## config.mk

```make
export PLATFORM = sky130hd
export DESIGN_NAME = embc_top
export DESIGN_NICKNAME = d
export VERILOG_FILES = /design/src/core/embc_pkg.sv /design/src/core/embc_pin_sync.sv /design/src/core/embc_cam_match.sv /design/src/core/embc_top.sv
export SDC_FILE = /design/constraint.sdc
export NUM_CORES = 1
export LEC_CHECK = 0
export BUFFER_PORTS_ARGS = -buffer_cell sky130_fd_sc_hd__buf_2
export CORE_MARGIN = 5
export CORE_UTILIZATION = 64
export CTS_BUF_LIST = sky130_fd_sc_hd__clkbuf_4
export DETAILED_ROUTE_END_ITERATION = 7
export GPL_TIMING_DRIVEN = 0
export HOLD_SLACK_MARGIN = 0.03
export PLACE_DENSITY = 0.84
export REMOVE_ABC_BUFFERS = 1
export SYNTH_ARGS = -nofsm -noshare
export SYNTH_HDL_FRONTEND = slang
export SYNTH_SLANG_ARGS = --single-unit
```

## constraint.sdc

```tcl
create_clock -name ref_clk -period 4.8 [get_ports ref_clk]
set_input_delay 0.48 -clock ref_clk [delete_from_list [all_inputs] [get_ports ref_clk]]
set_output_delay 0.48 -clock ref_clk [all_outputs]
set_load 0.005 [all_outputs]
```

## src/core/embc_pkg.sv

```systemverilog
// Purpose: shared constants and types of the embedded memory block
// Assumes: one 10 MHz ref_clk domain, APB register access
// Notes: all offsets are byte addresses, one 32-bit word per register
package embc_pkg;

    // array geometry
    localparam int DW = 16;
    localparam int AW = 4;
    localparam int DEPTH = 16;
    localparam int CNTW = 5;
    localparam int OUT_W = 1 + AW + DW;
    localparam logic [CNTW-1:0] FIFO_FULL_CNT = 5'h10;

    // apb address width and register offsets
    localparam int PAW = 12;
    localparam logic [PAW-1:0] OFF_CTRL = 12'h000;
    localparam logic [PAW-1:0] OFF_REGSEL = 12'h004;
    localparam logic [PAW-1:0] OFF_STATUS = 12'h008;
    localparam logic [PAW-1:0] OFF_INIT_ADDR = 12'h00C;
    localparam logic [PAW-1:0] OFF_INIT_DATA = 12'h010;

    // control register layout and reset value
    localparam int CTRL_W = 12;
    localparam int CTRL_MODE_LSB = 0;
    localparam int CTRL_WSEL_LSB = 2;
    localparam int CTRL_RSEL_LSB = 5;
    localparam int CTRL_WE_GLB = 8;
    localparam int CTRL_RE_GLB = 9;
    localparam int CTRL_CLR_LOC = 10;
    localparam int CTRL_CLR_GLB = 11;
    localparam logic [CTRL_W-1:0] CTRL_RST = 12'h0D8;

    // register-stage select bits, set means registered
    localparam int RS_W = 6;
    localparam int RS_WDATA = 0;
    localparam int RS_RDATA = 1;
    localparam int RS_RADDR = 2;
    localparam int RS_WADDR = 3;
    localparam int RS_WE = 4;
    localparam int RS_RE = 5;
    localparam logic [RS_W-1:0] RS_RST = 6'h00;

    // status register layout
    localparam int ST_HIT = 0;
    localparam int ST_FULL = 1;
    localparam int ST_EMPTY = 2;
    localparam int ST_CNT_LSB = 4;

    // synchronised pin vector layout
    localparam int NDED = 4;
    localparam int PIN_W = 8;
    localparam int PIN_GCLK = 0;
    localparam int PIN_DCLK = 1;
    localparam int PIN_GCLR = 5;
    localparam int PIN_GWE = 6;
    localparam int PIN_GRE = 7;

    // memory personalities
    typedef enum logic [1:0] {
        MODE_RAM = 2'b00,
        MODE_ROM = 2'b01,
        MODE_FIFO = 2'b10,
        MODE_CAM = 2'b11
    } embc_mode_t;

    // clock sources for each side
    typedef enum logic [2:0] {
        CS_GLOBAL = 3'b000,
        CS_LOCAL = 3'b001,
        CS_DED0 = 3'b010,
        CS_DED1 = 3'b011,
        CS_DED2 = 3'b100,
        CS_DED3 = 3'b101,
        CS_FREE = 3'b110,
        CS_OFF = 3'b111
    } embc_csel_t;

endpackage : embc_pkg

```

## src/core/embc_pin_sync.sv

```systemverilog
// Purpose: two-flop synchronisers with rising-edge detect for pins
// Assumes: pins are asynchronous to ref_clk
// Notes: edges are taken between the second and third flop only
module embc_pin_sync #(
    parameter int W = 1
) (
    // clock and reset
    input logic ref_clk,
    input logic srst,
    // raw pins
    input logic [W-1:0] pin_in,
    // synchronised level and one-cycle rise pulse
    output logic [W-1:0] lvl,
    output logic [W-1:0] rise
);

    logic [W-1:0] s1_q; // metastable stage, read by s2_q only
    logic [W-1:0] s2_q; // settled level
    logic [W-1:0] s3_q; // previous settled level

    genvar gi;
    generate
        for (gi = 0; gi < W; gi++)
        begin : g_bit
            // one synchroniser chain per pin
            always_ff @(posedge ref_clk)
            begin
                if (srst)
                begin
                    s1_q[gi] <= 1'b0;
                    s2_q[gi] <= 1'b0;
                    s3_q[gi] <= 1'b0;
                end
                else
                begin
                    s1_q[gi] <= pin_in[gi];
                    s2_q[gi] <= s1_q[gi];
                    s3_q[gi] <= s2_q[gi];
                end
            end
            // rise seen on settled stages only
            always_comb
            begin
                lvl[gi] = s2_q[gi];
                rise[gi] = s2_q[gi] & ~s3_q[gi];
            end
        end
    endgenerate

endmodule : embc_pin_sync

```

## src/core/embc_cam_match.sv

```systemverilog
// Purpose: parallel compare of a key against every stored word
// Assumes: entries and valid bits come straight from the array
// Notes: on several hits the lowest address wins
module embc_cam_match (
    // search key
    input logic [embc_pkg::DW-1:0] key,
    // stored contents
    input logic [embc_pkg::DW-1:0] words [embc_pkg::DEPTH],
    input logic [embc_pkg::DEPTH-1:0] valid,
    // combinational result
    output logic hit,
    output logic [embc_pkg::AW-1:0] addr
);
    import embc_pkg::*;

    logic [DEPTH-1:0] eq; // one comparator per entry

    genvar gi;
    generate
        for (gi = 0; gi < DEPTH; gi++)
        begin : g_cmp
            // all entries compared in the same cycle
            assign eq[gi] = valid[gi] & (words[gi] == key);
        end
    endgenerate

    // priority encode, descending loop leaves the lowest match
    always_comb
    begin
        hit = |eq;
        addr = '0;
        for (int i = DEPTH - 1; i >= 0; i--)
        begin
            if (eq[i])
            begin
                addr = AW'(i);
            end
        end
    end

endmodule : embc_cam_match

```

## src/core/embc_top.sv

```systemverilog
// Purpose: configurable embedded memory block with apb set-up port
// Assumes: user logic runs on ref_clk, pins are asynchronous
// Notes: side clocks are one-cycle ticks, clears act on ref_clk
//
// Operation
// modes are ram, rom, fifo and cam
// input registers time writes, output stage optional
// read and write proceed together, own clocks
// every register clearable by local, global, reset; local and global clears reach only the input, fifo and output registers
// search takes a word, returns its address
// all locations compared at once
// match found drives hit flag high
// input and output sides clocked separately
// each data, address, strobe path registered optionally
// user logic supplies strobes, clocks, enables, clears
// clock from global, local or four dedicated
// no match keeps hit low, address invalid
module embc_top (
    // clock and reset
    input logic ref_clk,
    input logic srst,
    // apb slave
    input logic psel,
    input logic penable,
    input logic pwrite,
    input logic [embc_pkg::PAW-1:0] paddr,
    input logic [31:0] pwdata,
    output logic [31:0] prdata,
    output logic pready,
    output logic pslverr,
    // device pins: global clock, dedicated clocks, global controls
    input logic glb_clk,
    input logic [embc_pkg::NDED-1:0] ded_clk,
    input logic glb_clr,
    input logic glb_we,
    input logic glb_re,
    // local routing from logic cells on ref_clk
    input logic loc_clk,
    input logic clk_ena,
    input logic loc_clr,
    input logic wr_en,
    input logic read_strobe,
    input logic [embc_pkg::AW-1:0] wr_addr,
    input logic [embc_pkg::AW-1:0] rd_addr,
    input logic [embc_pkg::DW-1:0] wr_data,
    // results
    output logic [embc_pkg::DW-1:0] rd_data,
    output logic hit_flag,
    output logic [embc_pkg::AW-1:0] hit_addr,
    output logic fifo_full,
    output logic fifo_empty
);
    import embc_pkg::*;

    // picks one side's tick from the selected clock source
    function automatic logic pick_tick(
        input embc_csel_t sel,
        input logic [PIN_W-1:0] rise,
        input logic lrise
    );
        logic t;
        t = 1'b0;
        unique case (sel)
            CS_GLOBAL: t = rise[PIN_GCLK];
            CS_LOCAL: t = lrise;
            CS_DED0: t = rise[PIN_DCLK];
            CS_DED1: t = rise[PIN_DCLK + 1];
            CS_DED2: t = rise[PIN_DCLK + 2];
            CS_DED3: t = rise[PIN_DCLK + 3];
            CS_FREE: t = 1'b1; // every ref_clk cycle
            CS_OFF: t = 1'b0; // side parked
        endcase
        return t;
    endfunction : pick_tick

    // synchronised pins
    logic [PIN_W-1:0] pin_raw;
    logic [PIN_W-1:0] pin_lvl;
    logic [PIN_W-1:0] pin_rise;

    // configuration registers
    logic [CTRL_W-1:0] ctrl_q, ctrl_d;
    logic [RS_W-1:0] regsel_q, regsel_d;
    logic [AW-1:0] init_addr_q, init_addr_d;

    // apb answer registers
    logic [31:0] prdata_q, prdata_d;
    logic pready_q, pready_d;
    logic pslverr_q, pslverr_d;

    // local clock edge detect, same domain so no synchroniser
    logic loc_clk_q, loc_clk_d;

    // optional input stage
    logic [DW-1:0] wd_q, wd_d;
    logic [AW-1:0] wa_q, wa_d;
    logic we_q, we_d;
    logic [AW-1:0] ra_q, ra_d;
    logic re_q, re_d;

    // fifo bookkeeping
    logic [AW-1:0] wptr_q, wptr_d;
    logic [AW-1:0] rptr_q, rptr_d;
    logic [CNTW-1:0] cnt_q, cnt_d;
    logic full_q, full_d;
    logic empty_q, empty_d;

    // output path: {hit, hit address, data}
    logic [OUT_W-1:0] pipe_q, pipe_d;
    logic [OUT_W-1:0] out_q, out_d;

    // storage; no reset on the array, valid bits do reset
    logic [DW-1:0] mem_q [DEPTH];
    logic [DEPTH-1:0] vld_q, vld_d;

    // decoded controls
    embc_mode_t mode;
    logic wr_tick, rd_tick, clr;
    logic we_src, re_src;
    logic [DW-1:0] wd_eff;
    logic [AW-1:0] wa_eff, ra_eff;
    logic we_eff, re_eff;
    logic user_wr, rd_ok, push, pop;
    logic mem_we;
    logic [AW-1:0] mem_wa;
    logic [DW-1:0] mem_wd;
    logic cam_hit;
    logic [AW-1:0] cam_addr;
    logic [OUT_W-1:0] result;
    logic apb_setup, apb_wr, addr_ok, apb_init;
    logic [31:0] status;

    assign pin_raw = {glb_re, glb_we, glb_clr, ded_clk, glb_clk};

    // pins pass two flops before any logic looks at them
    embc_pin_sync #(
        .W(PIN_W)
    ) u_pin_sync (
        .ref_clk(ref_clk),
        .srst(srst),
        .pin_in(pin_raw),
        .lvl(pin_lvl),
        .rise(pin_rise)
    );

    // search against the live array contents
    embc_cam_match u_cam (
        .key(wd_eff),
        .words(mem_q),
        .valid(vld_q),
        .hit(cam_hit),
        .addr(cam_addr)
    );

    // side ticks, clear and strobe sources
    always_comb
    begin
        loc_clk_d = loc_clk;
        mode = embc_mode_t'(ctrl_q[CTRL_MODE_LSB +: 2]);
        // each side has its own source, so rates may differ
        wr_tick = pick_tick(embc_csel_t'(ctrl_q[CTRL_WSEL_LSB +: 3]),
            pin_rise, loc_clk & ~loc_clk_q) & clk_ena;
        rd_tick = pick_tick(embc_csel_t'(ctrl_q[CTRL_RSEL_LSB +: 3]),
            pin_rise, loc_clk & ~loc_clk_q) & clk_ena;
        // local or global clear, each enabled in ctrl
        clr = (ctrl_q[CTRL_CLR_LOC] & loc_clr)
            | (ctrl_q[CTRL_CLR_GLB] & pin_lvl[PIN_GCLR]);
        // strobes from global pins or from logic cells
        we_src = ctrl_q[CTRL_WE_GLB] ? pin_lvl[PIN_GWE] : wr_en;
        re_src = ctrl_q[CTRL_RE_GLB] ? pin_lvl[PIN_GRE] : read_strobe;
        // per-path choice of registered or direct signal
        wd_eff = regsel_q[RS_WDATA] ? wd_q : wr_data;
        wa_eff = regsel_q[RS_WADDR] ? wa_q : wr_addr;
        we_eff = regsel_q[RS_WE] ? we_q : we_src;
        ra_eff = regsel_q[RS_RADDR] ? ra_q : rd_addr;
        re_eff = regsel_q[RS_RE] ? re_q : re_src;
    end

    // input stage captures on its own side's tick
    always_comb
    begin
        wd_d = wd_q;
        wa_d = wa_q;
        we_d = we_q;
        ra_d = ra_q;
        re_d = re_q;
        if (clr)
        begin
            // clear empties the stage
            wd_d = '0;
            wa_d = '0;
            we_d = 1'b0;
            ra_d = '0;
            re_d = 1'b0;
        end
        else
        begin
            if (wr_tick)
            begin
                wd_d = wr_data;
                wa_d = wr_addr;
                we_d = we_src;
            end
            if (rd_tick)
            begin
                ra_d = rd_addr;
                re_d = re_src;
            end
        end
    end

    // write and read qualification per mode
    always_comb
    begin
        // rom refuses user writes, full fifo refuses pushes
        user_wr = wr_tick & we_eff & ~clr & (mode != MODE_ROM)
            & ~((mode == MODE_FIFO) & full_q);
        // read and write may fire in the same cycle
        rd_ok = rd_tick & re_eff & ~clr
            & ~((mode == MODE_FIFO) & empty_q);
        push = user_wr & (mode == MODE_FIFO);
        pop = rd_ok & (mode == MODE_FIFO);
        // set-up writes over apb take the port before user writes
        mem_we = apb_init | user_wr;
        if (apb_init)
        begin
            mem_wa = init_addr_q;
            mem_wd = pwdata[DW-1:0];
        end
        else
        begin
            mem_wa = (mode == MODE_FIFO) ? wptr_q : wa_eff;
            mem_wd = wd_eff;
        end
        vld_d = vld_q;
        if (mem_we)
        begin
            vld_d[mem_wa] = 1'b1;
        end
    end

    // read result per personality
    always_comb
    begin
        result = '0;
        unique case (mode)
            MODE_RAM: result[DW-1:0] = mem_q[ra_eff];
            MODE_ROM: result[DW-1:0] = mem_q[ra_eff];
            MODE_FIFO: result[DW-1:0] = mem_q[rptr_q];
            MODE_CAM:
            begin
                // data in, address out
                result[OUT_W-1] = cam_hit;
                // a miss zeroes the address, it is not valid
                result[DW +: AW] = cam_hit ? cam_addr : '0;
            end
        endcase
    end

    // fifo pointers and fill level
    always_comb
    begin
        wptr_d = wptr_q;
        rptr_d = rptr_q;
        cnt_d = cnt_q;
        if (clr)
        begin
            wptr_d = '0;
            rptr_d = '0;
            cnt_d = '0;
        end
        else
        begin
            if (push)
            begin
                wptr_d = AW'(wptr_q + 1'b1);
            end
            if (pop)
            begin
                rptr_d = AW'(rptr_q + 1'b1);
            end
            cnt_d = CNTW'(cnt_q + CNTW'(push) - CNTW'(pop));
        end
        full_d = (cnt_d == FIFO_FULL_CNT);
        empty_d = (cnt_d == '0);
    end

    // output stage; with the pipe on, data leaves one tick later
    always_comb
    begin
        pipe_d = pipe_q;
        out_d = out_q;
        if (clr)
        begin
            pipe_d = '0;
            out_d = '0;
        end
        else if (rd_tick)
        begin
            if (regsel_q[RS_RDATA])
            begin
                out_d = pipe_q;
                if (rd_ok)
                begin
                    pipe_d = result;
                end
            end
            else if (rd_ok)
            begin
                out_d = result;
            end
        end
    end

    // apb decode: answer registered in setup, write on access edge
    always_comb
    begin
        apb_setup = psel & ~penable;
        apb_wr = psel & penable & pwrite & pready_q & ~pslverr_q;
        addr_ok = (paddr == OFF_CTRL) | (paddr == OFF_REGSEL)
            | (paddr == OFF_STATUS) | (paddr == OFF_INIT_ADDR)
            | (paddr == OFF_INIT_DATA);
        apb_init = apb_wr & (paddr == OFF_INIT_DATA);
        status = '0;
        status[ST_HIT] = out_q[OUT_W-1];
        status[ST_FULL] = full_q;
        status[ST_EMPTY] = empty_q;
        status[ST_CNT_LSB +: CNTW] = cnt_q;
        pready_d = apb_setup;
        pslverr_d = apb_setup & ~addr_ok;
        prdata_d = prdata_q;
        if (apb_setup)
        begin
            prdata_d = '0;
            if (~pwrite)
            begin
                case (paddr)
                    OFF_CTRL: prdata_d = 32'(ctrl_q);
                    OFF_REGSEL: prdata_d = 32'(regsel_q);
                    OFF_STATUS: prdata_d = status;
                    OFF_INIT_ADDR: prdata_d = 32'(init_addr_q);
                    OFF_INIT_DATA: prdata_d = 32'(mem_q[init_addr_q]);
                    default: prdata_d = '0; // unmapped reads zero
                endcase
            end
        end
        ctrl_d = ctrl_q;
        regsel_d = regsel_q;
        init_addr_d = init_addr_q;
        if (apb_wr & (paddr == OFF_CTRL))
        begin
            ctrl_d = pwdata[CTRL_W-1:0];
        end
        if (apb_wr & (paddr == OFF_REGSEL))
        begin
            regsel_d = pwdata[RS_W-1:0];
        end
        if (apb_wr & (paddr == OFF_INIT_ADDR))
        begin
            init_addr_d = pwdata[AW-1:0];
        end
        else if (apb_init)
        begin
            // data writes step the pointer for streaming loads
            init_addr_d = AW'(init_addr_q + 1'b1);
        end
    end

    // array write port, no reset on the words themselves
    always_ff @(posedge ref_clk)
    begin
        if (mem_we)
        begin
            mem_q[mem_wa] <= mem_wd;
        end
    end

    // all control state; srst is the device-wide clear
    always_ff @(posedge ref_clk)
    begin
        if (srst)
        begin
            ctrl_q <= CTRL_RST;
            regsel_q <= RS_RST;
            init_addr_q <= '0;
            prdata_q <= '0;
            pready_q <= 1'b0;
            pslverr_q <= 1'b0;
            loc_clk_q <= 1'b0;
            wd_q <= '0;
            wa_q <= '0;
            we_q <= 1'b0;
            ra_q <= '0;
            re_q <= 1'b0;
            wptr_q <= '0;
            rptr_q <= '0;
            cnt_q <= '0;
            full_q <= 1'b0;
            empty_q <= 1'b1;
            pipe_q <= '0;
            out_q <= '0;
            vld_q <= '0;
        end
        else
        begin
            ctrl_q <= ctrl_d;
            regsel_q <= regsel_d;
            init_addr_q <= init_addr_d;
            prdata_q <= prdata_d;
            pready_q <= pready_d;
            pslverr_q <= pslverr_d;
            loc_clk_q <= loc_clk_d;
            wd_q <= wd_d;
            wa_q <= wa_d;
            we_q <= we_d;
            ra_q <= ra_d;
            re_q <= re_d;
            wptr_q <= wptr_d;
            rptr_q <= rptr_d;
            cnt_q <= cnt_d;
            full_q <= full_d;
            empty_q <= empty_d;
            pipe_q <= pipe_d;
            out_q <= out_d;
            vld_q <= vld_d;
        end
    end

    // outputs straight from flops
    assign prdata = prdata_q;
    assign pready = pready_q;
    assign pslverr = pslverr_q;
    assign rd_data = out_q[DW-1:0];
    assign hit_addr = out_q[DW +: AW];
    assign hit_flag = out_q[OUT_W-1];
    assign fifo_full = full_q;
    assign fifo_empty = empty_q;

endmodule : embc_top

```

==> impl_results.md <==
* First-pass GRT wire length at 122.2 mm
* Status: complete, but fails checks
* Crit path time final at 4.851 ns
* Pint at 5.672 mW
* # fillers at 2247
* Final period util at 1.011
* Layout cells sized above 1 at 0.2968
* H-tree depth at 3
* Failing checks: capacitance limit, slew limit, setup timing
* Layout Utilization at 0.7453
* Placed cells at 2405
* Mapped Cells at 1893
* Largest net degree at the start of global routing at 72
* Post-synth EDFFs at 256
* Critical Path Source Type: flip-flop
* Number of port buffers at 110
* # IOs at 143
* Sequential share of power at 0.500
* Tot GR Track Use at 0.4052
* Asr flop ratio synth at 0
* Post-synthesis adder-cell area fraction at 0.004993
* Fin. Hold Viols at 0
* CTS root buffer: clkbuf_4
* Max clock buf depth at 3
* Hold crit path type: in -> reg
* Antenna violations before repair at 9
* Post-synthesis compound-gate area fraction at 0.06511
* Power share of the clock group at 0.397
* Nets at 2219
* Leakage at 9.319 nW
* VDD IR max at 0.2213 mV
* Worst rel slew slack at -0.1540
* Hpwl dp at 57.31 mm
* DIE AREA at 41570 um^2
* CP max stage delay at 1.03 ns
* Sw power at 2.091 mW
* Critical path's slowest cell: a2111oi_1
* Core Area at 37400 um^2
* Critical Path Fanout Max at 17
* Clock Latency Late Sink at 0.93 ns
* Sequential element share of the synthesized area at 0.4535
* Die H at 203.9 um
* Final non-filler cell total at 2732
* WS Path Type: reg -> reg
* Max-Cap Viols at 1
* Crit. End Element: flip-flop
* Commonest cells post-synth: edfxtp_1, xnor2_1, mux4_2
* Post-synthesis xor/xnor area fraction at 0.09502
* Starting Density at 0.6433
* Syn. warnings at 0
* Drt total wl at 85.98 mm
* Mux cell area share after synthesis at 0.2522
* CP required at 5.57 ns
* Post-route setup slack at -0.05116 ns
* Synth Register Bits at 417
* Gpl congestion at 1.017
* GR Overflow Total at 0
* Netlist cell types at 60
* CTS Sinks at 417
* Post-route ant nets at 0
* Switching Share at 0.2693
* Via count at 19460
* CP Cell Sequence: mux2i_4, xnor2_1, a2111oi_1, nand4_1, a311oi_1, nor4_1, o31ai_2, or4b_1, nand3_1
* Worst Skew at 0.1191 ns
* Synth-to-Final Area Change at 15.86%
* Main combinational cell family by area after synthesis: multiplexers
* Share of Yosys cell area claimed by the top area cell type at 0.3195
* Combinational power share at 0.103
* Primary FF master, synth: edfxtp_1
* DR iter-0 viols at 3302
* Syn avg cell area at 12.71 um^2
* Worst Path Arrival at 5.62 ns
* # rows at 71
* Actual slew at the worst max-slew pin at 1.729 ns
* Cts bufs inserted at 105
* Clk pin slew, worst setup/hold paths at 0.06 ns
* Mapped cell area at 24060 um^2
* DR pass1 iterations at 6
* Simple-Gate Fraction of Synth Area at 0.09647
* Via density at 7.122
* Slew Limit Fails at 19
* Vias in the first global route at 18530
* TritonCTS clock tree: done
* Die Span X at 203.9 um
* P per Cell Area at 278.5 nW/um^2
* Routed len/inst at 31.47 um
* Max Fclk at 206.1 MHz
* Ranking of synthesized cells by area: edfxtp_1, mux4_2, dfxtp_1
* Area leader, netlist: edfxtp_1
* Final setup vio count at 1
* Most frequent cell after synthesis: edfxtp_1
* DRC Markers at 0
[final timing paths]
path	slack [ns]	cells past startpoint	start	end
worst min register to register	0.44	1	u_pin_sync.s1_q[0]	u_pin_sync.lvl[0]
worst max register to register	-0.05	9	regsel_q[0]	out_q[16]
worst max-delay path	-0.05	9	regsel_q[0]	out_q[16]
worst min-delay path	0.07	4	pwrite	prdata[7]
[worst max-delay path: cells and delay by family, from the launching register on]
family	cells	cell delay [ns]
muxes	1	0.84
xor gates and xnor gates	1	0.14
AOI/OAI and AO/OA	3	1.92
and+or+nand+nor	4	1.04
DFF	1	0.78
[what timing repair did]
item | CTS | global route
hold buffers | 47 | 0
setup endpoints to repair | 4 | 6
setup buffers | 5 | 71
pin swaps | 0 | 0
gates resized for setup | 4 | 4
endpoints found under the hold margin | 57 | 0
cloned | 0 | 0
[per-stage QoR]
step           hold slack [ns]  worst slack (ns)  TNS [ns]  area, um^2  power [mW]
5_1_grt                0.07518          -0.05089  -0.05089       27870       7.983
3_5_place_dp            0.4254           -0.4221    -1.210       25380       4.633
4_1_cts                0.04584           0.02013         0       27270       7.667
6_report               0.06847          -0.05116  -0.05116       27870       7.763
2_1_floorplan           0.4138            -3.349   -106.66       23420       4.361
3_3_place_gp            0.4209            -6.957   -868.65       24610       4.628
[kinds of logic after synthesis]
family | count (synthesis)
other | 1
multiplexers | 311
buffers and inverters | 171
flip-flops | 417
XOR/XNOR | 261
AND/OR/NAND/NOR | 473
adder cells (fa/ha/maj) | 9
AO/OA/AOI/OAI | 250
[state kept, by name, summed over array words and instances (netlist names), 5 cells and up]
signal and count:
mem_q 256, prdata 16, wd_q 16, regsel_q 6, pipe_q 21, cnt_q 5
u_pin_sync.lvl 8, u_pin_sync.s1_q 8, u_pin_sync.s3_q 5, out_q 21, ctrl_q 12, vld_q 16
[power groups by stage]
| stage | combinational, mW | clock (mW) | sequential (mW) |
|---|---|---|---|
| 2_1_floorplan | 0.411 | 0 | 3.95 |
| 3_3_place_gp | 0.671 | 0 | 3.96 |
| 3_5_place_dp | 0.676 | 0 | 3.96 |
| 4_1_cts | 0.713 | 3.08 | 3.88 |
| 5_1_grt | 0.822 | 3.28 | 3.88 |
| 6_report | 0.798 | 3.08 | 3.88 |
[cell usage in the layout, fill, tap and decap left out, types with 31 or more instances in the layout]
cell           count
mux4_2           220
buf_2            110
mux2i_1           70
clkbuf_4         148
buf_4             74
dlygate4sd3_1     47
nor2b_1           50
nor4_1            52
nand2_1          102
xor2_1            31
xnor2_1          230
a211oi_1          41
a21oi_1          102
edfxtp_1         256
dfxtp_1          153
nor2_1           138
clkinv_1          37
[layer usage]
metal | vias to the layer above | GRT usage | routed length [um]
met2 | 1881 | 0.5944 | 37110
met4 | 6 | 0.2542 | 7272
met1 | 9339 | 0.5135 | 27810
met5 | - | 0 | 49
li1 | 7741 | - | -
met3 | 491 | 0.1504 | 13730
[cell type report]
| cell class | count | area [um^2] | area share |
|---|---|---|---|
| diodes | 4 | 10.01 | 0.0003591 |
| flip-flops and latches | 417 | 10930 | 0.3921 |
| multi-input cells | 1320 | 12660 | 0.4542 |
| clock inverters | 52 | 256.5 | 0.009202 |
| inverters | 23 | 86.33 | 0.003097 |
| clock buffers | 148 | 1111 | 0.03986 |
| repair buffers | 257 | 2180 | 0.07819 |
| well taps | 511 | 639.4 | 0.02294 |
Power figures use the tool's default switching activity.
